[src/design/iseq_defines.svh]
// Constants of the instruction sequencer and program counter
`ifndef ISEQ_DEFINES_SVH
`define ISEQ_DEFINES_SVH

`define ISEQ_PC_W 10
`define ISEQ_INSTR_W 14
`define ISEQ_ADDR_W 7
`define ISEQ_DATA_W 8
`define ISEQ_PCL_OFFSET 7'h06
`define ISEQ_PC_RESET 10'h000
`define ISEQ_VEC_EXT 10'h004
`define ISEQ_VEC_TMR 10'h008
`define ISEQ_INSTR_RESET 14'h0000
`define ISEQ_PHASES 4
`define ISEQ_PCL_LSB 0
`define ISEQ_PCL_MSB 7
`define ISEQ_BLK_LSB 8
`define ISEQ_BLK_MSB 9
`define ISEQ_TGT_LSB 0
`define ISEQ_TGT_MSB 9

`endif

[src/design/iseq_pkg.sv]
// Types of the instruction sequencer and program counter
`include "iseq_defines.svh"

package iseq_pkg;

   typedef logic [`ISEQ_PC_W-1:0] iseq_pc_t;
   typedef logic [`ISEQ_INSTR_W-1:0] iseq_instr_t;
   typedef logic [`ISEQ_DATA_W-1:0] iseq_byte_t;
   typedef logic [`ISEQ_ADDR_W-1:0] iseq_addr_t;

   // Four clock phases of one instruction cycle, Gray coded
   typedef enum logic [1:0] {
      ISEQ_PH1 = 2'h0,
      ISEQ_PH2 = 2'h1,
      ISEQ_PH3 = 2'h3,
      ISEQ_PH4 = 2'h2
   } iseq_phase_t;

   // Source of the counter load at the end of a cycle
   typedef enum logic [2:0] {
      ISEQ_LD_SEQ = 3'h0,
      ISEQ_LD_SKIP = 3'h1,
      ISEQ_LD_JUMP = 3'h3,
      ISEQ_LD_CALL = 3'h2,
      ISEQ_LD_RET = 3'h6,
      ISEQ_LD_PCL = 3'h7,
      ISEQ_LD_EXT = 3'h5,
      ISEQ_LD_TMR = 3'h4
   } iseq_load_t;

endpackage

[src/design/iseq_top.sv]
// Instruction sequencer: four-phase cycle, fetch pipeline and program counter
//
// Overview of operation
// - Four phases make one instruction cycle
// - Fetch overlaps execute of previous instruction
// - Counter-changing instructions take two cycles
// - Counter increments by one after each fetch
// - Counter loads on every control transfer
// - Taken skip discards fetched word, adds two
// - Low counter byte readable, writable at 06H
// - Low-byte write jumps within current block
// - Counter spans whole program memory
// - Reset clears counter to 000H
// - External interrupt loads vector 004H
// - Timer interrupt loads vector 008H
// - Calls, interrupts push; return pops counter
`timescale 1ns/100ps
`default_nettype none

`include "iseq_defines.svh"

module iseq_top
   import iseq_pkg::*;
(
   // Clock and reset
   input wire logic CLOCK,
   input wire logic RESET,
   // Program memory
   output logic [`ISEQ_PC_W-1:0] ROM_ADDR,
   input wire logic [`ISEQ_INSTR_W-1:0] ROM_DATA,
   // Instruction handed to decode and execute
   output logic [`ISEQ_INSTR_W-1:0] INSTR,
   output logic INSTR_VALID,
   output logic [1:0] PHASE,
   // Outcome of the executing instruction, valid in the last phase
   input wire logic DO_JUMP,
   input wire logic DO_CALL,
   input wire logic DO_RET,
   input wire logic SKIP_TAKEN,
   // Interrupt requests, already masked and enabled
   input wire logic INT_EXT_REQ,
   input wire logic INT_TMR_REQ,
   output logic INT_EXT_ACK,
   output logic INT_TMR_ACK,
   // Stack
   input wire logic STACK_FULL,
   input wire logic [`ISEQ_PC_W-1:0] STACK_TOP,
   output logic STACK_PUSH,
   output logic STACK_POP,
   output logic [`ISEQ_PC_W-1:0] STACK_DATA,
   // Register port
   input wire logic [`ISEQ_ADDR_W-1:0] REG_ADDR,
   input wire logic [`ISEQ_DATA_W-1:0] REG_WDATA,
   input wire logic REG_WR,
   input wire logic REG_RD,
   output logic [`ISEQ_DATA_W-1:0] REG_RDATA
);

   // Phase counter
   iseq_phase_t phase_q;
   iseq_phase_t phase_d;
   logic last_phase;

   // Pipeline and counter
   iseq_pc_t pc_q;
   iseq_pc_t pc_d;
   iseq_instr_t exec_q;
   iseq_instr_t exec_d;
   logic valid_q;
   logic valid_d;

   // Pending low-byte write
   logic pend_q;
   logic pend_d;
   iseq_byte_t pend_data_q;
   iseq_byte_t pend_data_d;

   // Stack and interrupt strobes
   logic push_q;
   logic push_d;
   logic pop_q;
   logic pop_d;
   iseq_pc_t stack_data_q;
   iseq_pc_t stack_data_d;
   logic ext_ack_q;
   logic ext_ack_d;
   logic tmr_ack_q;
   logic tmr_ack_d;

   // Register read data
   iseq_byte_t rdata_q;
   iseq_byte_t rdata_d;

   // Decisions
   logic pcl_hit;
   logic pcl_wr;
   iseq_byte_t pcl_val;
   iseq_load_t load_sel;
   iseq_pc_t next_seq;
   iseq_pc_t jump_tgt;
   iseq_pc_t pcl_tgt;

   // Phase sequencing
   // Gray order: one bit flips per phase step
   always_comb begin
      case (phase_q)
         ISEQ_PH1: begin
            phase_d = ISEQ_PH2;
         end
         ISEQ_PH2: begin
            phase_d = ISEQ_PH3;
         end
         ISEQ_PH3: begin
            phase_d = ISEQ_PH4;
         end
         ISEQ_PH4: begin
            phase_d = ISEQ_PH1;
         end
         default: begin
            phase_d = ISEQ_PH1;
         end
      endcase
   end

   // Counter and pipeline move only on the edge that ends phase 4
   assign last_phase = (phase_q == ISEQ_PH4);

   always_ff @(posedge CLOCK or posedge RESET) begin
      if (RESET) begin
         phase_q <= ISEQ_PH1;
      end else begin
         phase_q <= phase_d;
      end
   end

   // Register port decode
   // Only the low counter byte is mapped; any other address reads back zero
   assign pcl_hit = (REG_ADDR == `ISEQ_PCL_OFFSET);
   assign pcl_wr = REG_WR && pcl_hit;

   // A write in the boundary cycle itself is taken at once, so none is lost
   // Earlier writes wait for the boundary; of several, the last one wins
   assign pcl_val = pcl_wr ? REG_WDATA : pend_data_q;

   always_comb begin
      pend_d = pend_q;
      pend_data_d = pend_data_q;
      if (last_phase) begin
         pend_d = 1'b0;
      end else if (pcl_wr) begin
         pend_d = 1'b1;
         pend_data_d = REG_WDATA;
      end
      rdata_d = 8'h00;
      if (REG_RD && pcl_hit) begin
         rdata_d = pc_q[`ISEQ_PCL_MSB:`ISEQ_PCL_LSB];
      end
   end

   always_ff @(posedge CLOCK or posedge RESET) begin
      if (RESET) begin
         pend_q <= 1'b0;
         pend_data_q <= 8'h00;
         rdata_q <= 8'h00;
      end else begin
         pend_q <= pend_d;
         pend_data_q <= pend_data_d;
         rdata_q <= rdata_d;
      end
   end

   // Load selection; a dummy cycle executes nothing and so triggers nothing except a low-byte write
   // Priority: return, call, jump, low-byte write, skip, external, timer
   // A transfer that wins over a pending low-byte write drops that write
   // Interrupts are not latched here: the request must stay up until acknowledged
   always_comb begin
      load_sel = ISEQ_LD_SEQ;
      if (valid_q && DO_RET) begin
         load_sel = ISEQ_LD_RET;
      end else if (valid_q && DO_CALL) begin
         load_sel = ISEQ_LD_CALL;
      end else if (valid_q && DO_JUMP) begin
         load_sel = ISEQ_LD_JUMP;
      end else if (pend_q || pcl_wr) begin
         load_sel = ISEQ_LD_PCL;
      end else if (valid_q && SKIP_TAKEN) begin
         load_sel = ISEQ_LD_SKIP;
      end else if (valid_q && INT_EXT_REQ && !STACK_FULL) begin
         load_sel = ISEQ_LD_EXT;
      end else if (valid_q && INT_TMR_REQ && !STACK_FULL) begin
         load_sel = ISEQ_LD_TMR;
      end
   end

   // The counter holds the address being fetched in this cycle
   // The increment wraps from the top of program memory back to 000H
   assign next_seq = pc_q + 10'h001;
   assign jump_tgt = exec_q[`ISEQ_TGT_MSB:`ISEQ_TGT_LSB];
   assign pcl_tgt = {pc_q[`ISEQ_BLK_MSB:`ISEQ_BLK_LSB], pcl_val};

   // Pipeline advance at the end of each instruction cycle
   // The pushed return address is the fetch that the transfer discards,
   // so execution resumes exactly at the word that was thrown away
   always_comb begin
      pc_d = pc_q;
      exec_d = exec_q;
      valid_d = valid_q;
      push_d = 1'b0;
      pop_d = 1'b0;
      stack_data_d = stack_data_q;
      ext_ack_d = 1'b0;
      tmr_ack_d = 1'b0;
      if (last_phase) begin
         // Fetched word moves to execute; a transfer turns it into a dummy
         exec_d = ROM_DATA;
         valid_d = 1'b0;
         case (load_sel)
            ISEQ_LD_SEQ: begin
               valid_d = 1'b1;
               pc_d = next_seq;
            end
            ISEQ_LD_SKIP: begin
               // Fetched word is dropped, so the next fetch lands two past the skip
               pc_d = next_seq;
            end
            ISEQ_LD_JUMP: begin
               pc_d = jump_tgt;
            end
            ISEQ_LD_CALL: begin
               pc_d = jump_tgt;
               push_d = 1'b1;
               stack_data_d = pc_q;
            end
            ISEQ_LD_RET: begin
               pc_d = STACK_TOP;
               pop_d = 1'b1;
            end
            ISEQ_LD_PCL: begin
               pc_d = pcl_tgt;
            end
            ISEQ_LD_EXT: begin
               pc_d = `ISEQ_VEC_EXT;
               push_d = 1'b1;
               stack_data_d = pc_q;
               ext_ack_d = 1'b1;
            end
            ISEQ_LD_TMR: begin
               pc_d = `ISEQ_VEC_TMR;
               push_d = 1'b1;
               stack_data_d = pc_q;
               tmr_ack_d = 1'b1;
            end
            default: begin
               pc_d = next_seq;
            end
         endcase
      end
   end

   // Reset starts fetching at 000H with a dummy in execute
   always_ff @(posedge CLOCK or posedge RESET) begin
      if (RESET) begin
         pc_q <= `ISEQ_PC_RESET;
         exec_q <= `ISEQ_INSTR_RESET;
         valid_q <= 1'b0;
         push_q <= 1'b0;
         pop_q <= 1'b0;
         stack_data_q <= `ISEQ_PC_RESET;
         ext_ack_q <= 1'b0;
         tmr_ack_q <= 1'b0;
      end else begin
         pc_q <= pc_d;
         exec_q <= exec_d;
         valid_q <= valid_d;
         push_q <= push_d;
         pop_q <= pop_d;
         stack_data_q <= stack_data_d;
         ext_ack_q <= ext_ack_d;
         tmr_ack_q <= tmr_ack_d;
      end
   end

   // Outputs straight from flip-flops
   assign ROM_ADDR = pc_q;
   assign INSTR = exec_q;
   assign INSTR_VALID = valid_q;
   assign PHASE = phase_q;

   // Interrupt and stack strobes last one clock, in phase 1
   assign INT_EXT_ACK = ext_ack_q;
   assign INT_TMR_ACK = tmr_ack_q;
   assign STACK_PUSH = push_q;
   assign STACK_POP = pop_q;
   assign STACK_DATA = stack_data_q;

   // Read data stands for one clock after the read strobe, zero otherwise
   assign REG_RDATA = rdata_q;

endmodule

`default_nettype wire

[config.mk]
export PLATFORM = sky130hd
export DESIGN_NAME = iseq_top
export DESIGN_NICKNAME = d
export VERILOG_FILES = /design/src/design/iseq_pkg.sv /design/src/design/iseq_top.sv
export VERILOG_INCLUDE_DIRS = /design/src /design/src/design
export SDC_FILE = /design/constraint.sdc
export NUM_CORES = 1
export LEC_CHECK = 0
export BUFFER_PORTS_ARGS = -buffer_cell sky130_fd_sc_hd__buf_2
export CORE_ASPECT_RATIO = 1.2
export CORE_MARGIN = 2
export CORE_UTILIZATION = 54
export CTS_CLUSTER_SIZE = 14
export DETAILED_ROUTE_END_ITERATION = 10
export PLACE_DENSITY = 0.85
export RECOVER_POWER = 50
export SYNTH_ARGS = -nofsm -noshare
export SYNTH_HDL_FRONTEND = slang
export SYNTH_SLANG_ARGS = --single-unit
[constraint.sdc]
create_clock -name CLOCK -period 4 [get_ports CLOCK]
set_input_delay 0.2 -clock CLOCK [delete_from_list [all_inputs] [get_ports CLOCK]]
set_output_delay 0.2 -clock CLOCK [all_outputs]
set_load 0.02 [all_outputs]
======== After elaboration in Yosys (flattened, before gate mapping) ========
Cells that the tools add are included.
Widths: inputs -> output; s select.
cells by class
  add/sub/neg operators ................... 1
  multiply operators ...................... 0
  divide/modulo/power cells ............... 0
  $lt $le $gt $ge ......................... 0
  equality and inequality tests ........... 11
  shift operators ......................... 0
  multiplexer cells ....................... 22
  bitwise gates (word level) .............. 1
  reduce and logical (&&, ||, !) cells .... 20
operator list
  operator               number
  $pmux 10 s6            1
  $mux 3                 7
  $mux 8                 2
  $eq 3x3->1 const B     4
  $mux 1                 11
  $add 10x1->10 const B  1
  $logic_and 1x1->1      10
  $pmux 2 s4             1
  $eq 7x3->1 const B     1
  $eq 3x2->1 const B     2
  $eq 2x2->1 const B     2
  $reduce_and 2->1       2
  $reduce_or 2->1        2
  $eq 3x1->1 const B     1
  $logic_not 3->1        1
  $reduce_or 3->1        1
  $eq 2x1->1 const B     1
  $logic_not 2->1        1
  $reduce_bool 2->1      1
  $logic_not 1->1        1
  $logic_or 1x1->1       1
  $not 1->1              1
word-level totals
  flip-flop bits (word level) ............. 58
  bits in latches ......................... 0
  bits in writable memories ............... 0
  ROM bits ................................ 0
  input port bits ......................... 50
  output and inout port bits .............. 49
  word-level logic and storage cells ...... 68
  memories ................................ 0

======== Longest topological paths before layout ========
  depth after elaboration ................. 13
  mapped depth ............................ 7

======== Worst setup path after synthesis ========
Ideal clock, no wire load.
  path kind ............................... register -> register
  start ................................... register valid_q (netlist: INSTR_VALID)
  end ..................................... register pc_q[7] (netlist: ROM_ADDR[7])
  library setup time ...................... 0.137 ns
  arrival ................................. 1.659 ns
  data required time ...................... 3.863 ns
  path slack .............................. 2.204 ns
  cell stages (with the launch flop) ...... 6
  cells stage by stage .................... dfrtp_1 -> clkbuf_1 -> a31o_2 -> or3_2 -> o32ai_1 -> a21oi_1
between the ends
  longest elaborated chain between the ends .. 12
  elaborated cells between the ends (all ways) .. 26
RTL lines
  item                                      RTL line         RTL
  start: declaration                        iseq_top.sv:69   logic valid_q;
  start signal: assignment                  iseq_top.sv:274  valid_q <= valid_d;
  $logic_and 1x1->1 (2 in series)           iseq_top.sv:190  end else if (valid_q && INT_TMR_REQ && !STACK_FULL) begin
  $mux 3                                    iseq_top.sv:190
  $mux 3                                    iseq_top.sv:188  end else if (valid_q && INT_EXT_REQ && !STACK_FULL) begin
  $mux 3                                    iseq_top.sv:186  end else if (valid_q && SKIP_TAKEN) begin
  $mux 3                                    iseq_top.sv:184  end else if (pend_q || pcl_wr) begin
  $mux 3                                    iseq_top.sv:182  end else if (valid_q && DO_JUMP) begin
  $mux 3                                    iseq_top.sv:180  end else if (valid_q && DO_CALL) begin
  $mux 3 *                                  iseq_top.sv:178  if (valid_q && DO_RET) begin
  $eq 3x2->1, or another cell as far along  iseq_top.sv:217  case (load_sel)
  $reduce_or 2->1 (no line)                 --
  $pmux 10 s6 *                             iseq_top.sv:217
  end signal: assignment                    iseq_top.sv:263  pc_q <= `ISEQ_PC_RESET;
  end signal: assignment                    iseq_top.sv:272  pc_q <= pc_d;
  end: declaration                          iseq_top.sv:65   iseq_pc_t pc_q;
Every way passes the cells marked *; elsewhere a longest branch is shown, timed or not.
A chain may end at the register's enable or synchronous reset.

======== Worst setup path in the final report ========
  start ................................... register valid_q (netlist: INSTR_VALID)
  end ..................................... register stack_data_q[1] (netlist: STACK_DATA[1])
between the ends
  longest elaborated chain between the ends .. 12
  elaborated cells between the ends (all ways) .. 20
RTL lines
  item                                             RTL line         RTL
  $logic_and 1x1->1 (2 in series)                  iseq_top.sv:190
  $mux 3                                           iseq_top.sv:190
  $mux 3                                           iseq_top.sv:188
  $mux 3                                           iseq_top.sv:186
  $mux 3                                           iseq_top.sv:184
  $mux 3                                           iseq_top.sv:182
  $mux 3                                           iseq_top.sv:180
  $mux 3 *                                         iseq_top.sv:178
  $eq 3x3->1 / $eq 3x2->1 (equally long branches)  iseq_top.sv:217
  $reduce_or 3->1 (no line) *                      --
  $reduce_and 2->1 (no line) *                     --
  end signal: assignment                           iseq_top.sv:268  stack_data_q <= `ISEQ_PC_RESET;
  end signal: assignment                           iseq_top.sv:277  stack_data_q <= stack_data_d;
  end: declaration                                 iseq_top.sv:83   iseq_pc_t stack_data_q;
Marks and branches as above.

==> metrics.md <==
| Metric | Value |
|---|---|
| CP max-delay cell | dfrtp_1 |
| RePlAce Congestion | slightly below 0.9 |
| Lkg Pwr | 1.71 nW |
| Path type of the worst min-delay path | input port to async pin |
| Crit path largest cell delay | 0.66 ns |
| Clk sink count | between 50 and 60 |
| Buffers on Ports | between 90 and 100 |
| Nets | between 400 and 500 |
| Crit Path Category | flop to flop |
| Post-synth EDFFs | 0 |
| RSZ-0062 raised after global routing | false |
| Final Setup Violations | 0 |
| Ys flop type | dfrtp_1 |
| Starting Density | 0.551 |
| CTS tree | yes |
| Max_cap viols | 0 |
| Hold Worst Slack | about 0.039 ns |
| Final std cells w/o fill | 450 |
| Row count | 29 |
| Fin crit period | 2.25 ns |
| CTS Root Buffer Type | clkbuf_8 |
| Setup crit end | STACK_DATA[1]$_DFFE_PP0P_ |
| Setup clock skew after layout | between 0.008 and 0.009 ns |
| Post-synthesis sequential area ratio | 0.504 |
| Die area | 0.00594 mm² |
| Avg Cell Area, Syn | 10.1 µm² |
| GR Util All Layers | 0.267 |
| Hold buffers post-CTS | 0 |
| #FFs+latches synth | 58 |
| Post-Syn Area | 0.00288 mm² |
| First-pass GRT wire length | 12300 µm |
| Max IR drop VDD | approximately 0.34 mV |
| Final Util | 0.693 |
| Clk buf depth | 2 |
| Status | complete, no violations |
| Critical path depth in cells | 4 |
| Die Wd | 70.7 µm |
| WL/cell | approximately 17 µm |
| R2r endpoint | STACK_DATA[1]$_DFFE_PP0P_ |
| Worst reg2reg setup slack | between 1.5 and 2 ns |
| Syn Inst Count | 286 |
| Post-synth cell types | 57 |
| Largest net degree at the start of global routing | 59 |
| Drt first pass iters | 4 |
| YS warnings | 0 |
| Placed Cells incl. Taps | ~430 |
| H-tree Lvls | 3 |
| Fill cells | about 450 |
| Number of global-route vias before repair | around 2500 |
| F_max | approximately 440 MHz |
| Critical path launch point | INSTR_VALID$_DFFE_PP0P_ |
| Post-route ant nets | 0 |
| Io pins | 99 |
| CP required | approximately 4.2 ns |
| Reg2Reg Launch Point | INSTR_VALID$_DFFE_PP0P_ |
| CTS clock-pin slew for the worst setup and hold paths | around 0.070 ns |
| WL final | 7450 µm |
| CP Capture Type | flop |
| Worst path arrival time | between 2 and 2.5 ns |
| Worst skew pair latency | ~0.35 ns |
| Worst path buffer plus inverter count | 0 |
| Area of the multi-input gates | approximately 0.0013 mm² |
| Setup Fix Bufs, Post-CTS | 0 |
| Slew @ Worst Pin | between 1 and 1.5 ns |
| TNS Setup | 0 ns |
| Top delay family on crit path | compound AO/OA/AOI/OAI gates |
| Final Max Tran Viols | 0 |
| Final Cycle Share | 0.563 |
| R2R cell count | 4 |
| Pwr Density | 550 mW/mm² |
| Synth Net Count | 337 |
| Sequential cell area | roughly 0.0015 mm² |
| # resized after CTS | 0 |
| Critical path fanouts, max | 16 |
| Layout cell share with drive strength beyond 1 | 0.330 |
| Synth-to-layout area growth | 25.7% |
| Critical-path cell list | a31oi_2, o41ai_1, nand2_1, mux2_2 |
| Fin. Hold Viols | 0 |
| Initial antenna violation count | 0 |
| Rel. slew slack | 0.315 |
| Total gr overflow | 0 |
| Die H | 84.0 µm |
| Hpwl dp | roughly 5300 µm |
| Async SR Flop Fraction | 1.00 |
| Area of the core | approximately 0.0052 mm² |
| Detailed-route DRC error count | 0 |
| Number of CTS-inserted buffers | 9 |
| Via density | approximately 5.8 |
| # diodes | 0 |
| Vias | between 2000 and 3000 |
| CP Launch Type | flop |
| Detailed Route Iter0 Violations | 219 |
## power breakdown
| group | switching, mW | leakage [nW] | internal [mW] |
|---|---|---|---|
| Clock | 0.255 | 0.124 | 0.420 |
| Sequential | 0.111 | 0.728 | 0.689 |
| Combinational | 0.322 | 0.857 | 0.195 |
## synth_stat cells, types with 2 or more instances
cell type,instances,area share
a22o_1,2,0.0061
nor2_4,2,0.0078
o211ai_1,4,0.010
clkbuf_1,10,0.013
a211o_1,2,0.0061
buf_2,2,0.0035
mux2_2,18,0.070
a21oi_1,13,0.023
a221oi_1,2,0.0061
or2_2,2,0.0043
and2_1,10,0.022
inv_1,6,0.0078
and3_1,6,0.013
a22oi_1,3,0.0078
a21o_1,2,0.0052
a21oi_2,2,0.0061
buf_6,2,0.0078
nand3_1,11,0.019
nor2b_1,2,0.0043
o31ai_1,4,0.010
nor2_1,10,0.013
nand4_1,4,0.0087
o21ai_0,10,0.017
nor3_1,3,0.0052
nand2_1,56,0.073
a211oi_1,9,0.023
nor4_1,2,0.0043
dfrtp_1,58,0.50
## cells by family (layout without fill, tap and decap cells)
kind of cell             count (synthesis)  after routing  share of synthesized area
multiplexers                            19             19                     0.0738
adder cells (fa/ha/maj)                  1              1                    0.00434
flip-flops                              58             58                      0.504
AND/OR/NAND/NOR                        117            117                      0.208
buffers and inverters                   21            123                     0.0334
AO/OA/AOI/OAI                           70             70                      0.177
## area by class of cell
class	instances	share of cell area
Timing Repair Buffer	101	0.134
Inverter	6	0.00622
Tap cell	62	0.0214
Clock inverter	7	0.0345
Sequential cell	58	0.401
Multi-Input combinational cell	207	0.369
Clock buffer	9	0.0342
## sequential cells by signal (all words and copies together), names as in the netlist
signal	flops
STACK_DATA	10
INSTR	14
INT_TMR_ACK	1
STACK_POP	1
STACK_PUSH	1
pend_data_q	8
INT_EXT_ACK	1
PHASE	2
ROM_ADDR	10
INSTR_VALID	1
REG_RDATA	8
pend_q	1
## tightest hold or removal path: stages
cell and delay (ns):
buf_2 0.09, inv_1 0.04, buf_4 0.55
## worst min path at each step
stage	from	to	depth (start not counted)	slack, ns
4_1_cts	ROM_DATA[2]	INSTR[2]$_DFFE_PP0P_	3	0.03
5_1_grt	ROM_DATA[12]	INSTR[12]$_DFFE_PP0P_	3	0.05
3_5_place_dp	ROM_DATA[1]	INSTR[1]$_DFFE_PP0P_	3	0.39
3_3_place_gp	ROM_DATA[3]	INSTR[3]$_DFFE_PP0P_	3	0.39
6_report	RESET	REG_RDATA[2]$_DFF_PP0_	3	0.04
2_1_floorplan	ROM_DATA[0]	INSTR[0]$_DFFE_PP0P_	2	0.31
## cells in the final DEF, fill, tap and decap left out, types with 3 or more instances in the layout
cell       netlist  layout
a211oi_1         9       9
a21oi_1         13      13
a22oi_1          3       3
and2_1          10      10
and3_1           6       6
buf_2            2      76
buf_4            0       3
bufinv_16        0       3
clkbuf_1        10      22
clkbuf_8         0       9
dfrtp_1         58      58
inv_1            6       6
mux2_2          18      18
nand2_1         56      56
nand3_1         11      11
nand4_1          4       4
nor2_1          10       9
nor3_1           3       3
o211ai_1         4       4
o21ai_0         10      10
o31ai_1          4       4
## metal layers
layer / part of all wire / global-route usage / wire length, µm / vias to the layer above
li1: - / - / - / 1234
met1: 0.40 / 0.347 / 2990 / 1238
met2: 0.51 / 0.435 / 3790 / 120
met3: 0.072 / 0.0423 / 539 / 12
met4: 0.017 / 0.123 / 130 / 0
met5: 0 / 0 / 0 / -
## per-stage QoR
stage	worst slack, ns	area [µm²]	total power [mW]
after floorplan	2.20	2880	1.13
after global placement	1.83	3400	1.32
after detailed placement	1.77	3400	1.34
after CTS	1.75	3650	2.01
after global routing	1.62	3620	2.09
final	1.75	3620	1.99
No activity file was read; power rests on OpenSTA's default activity.
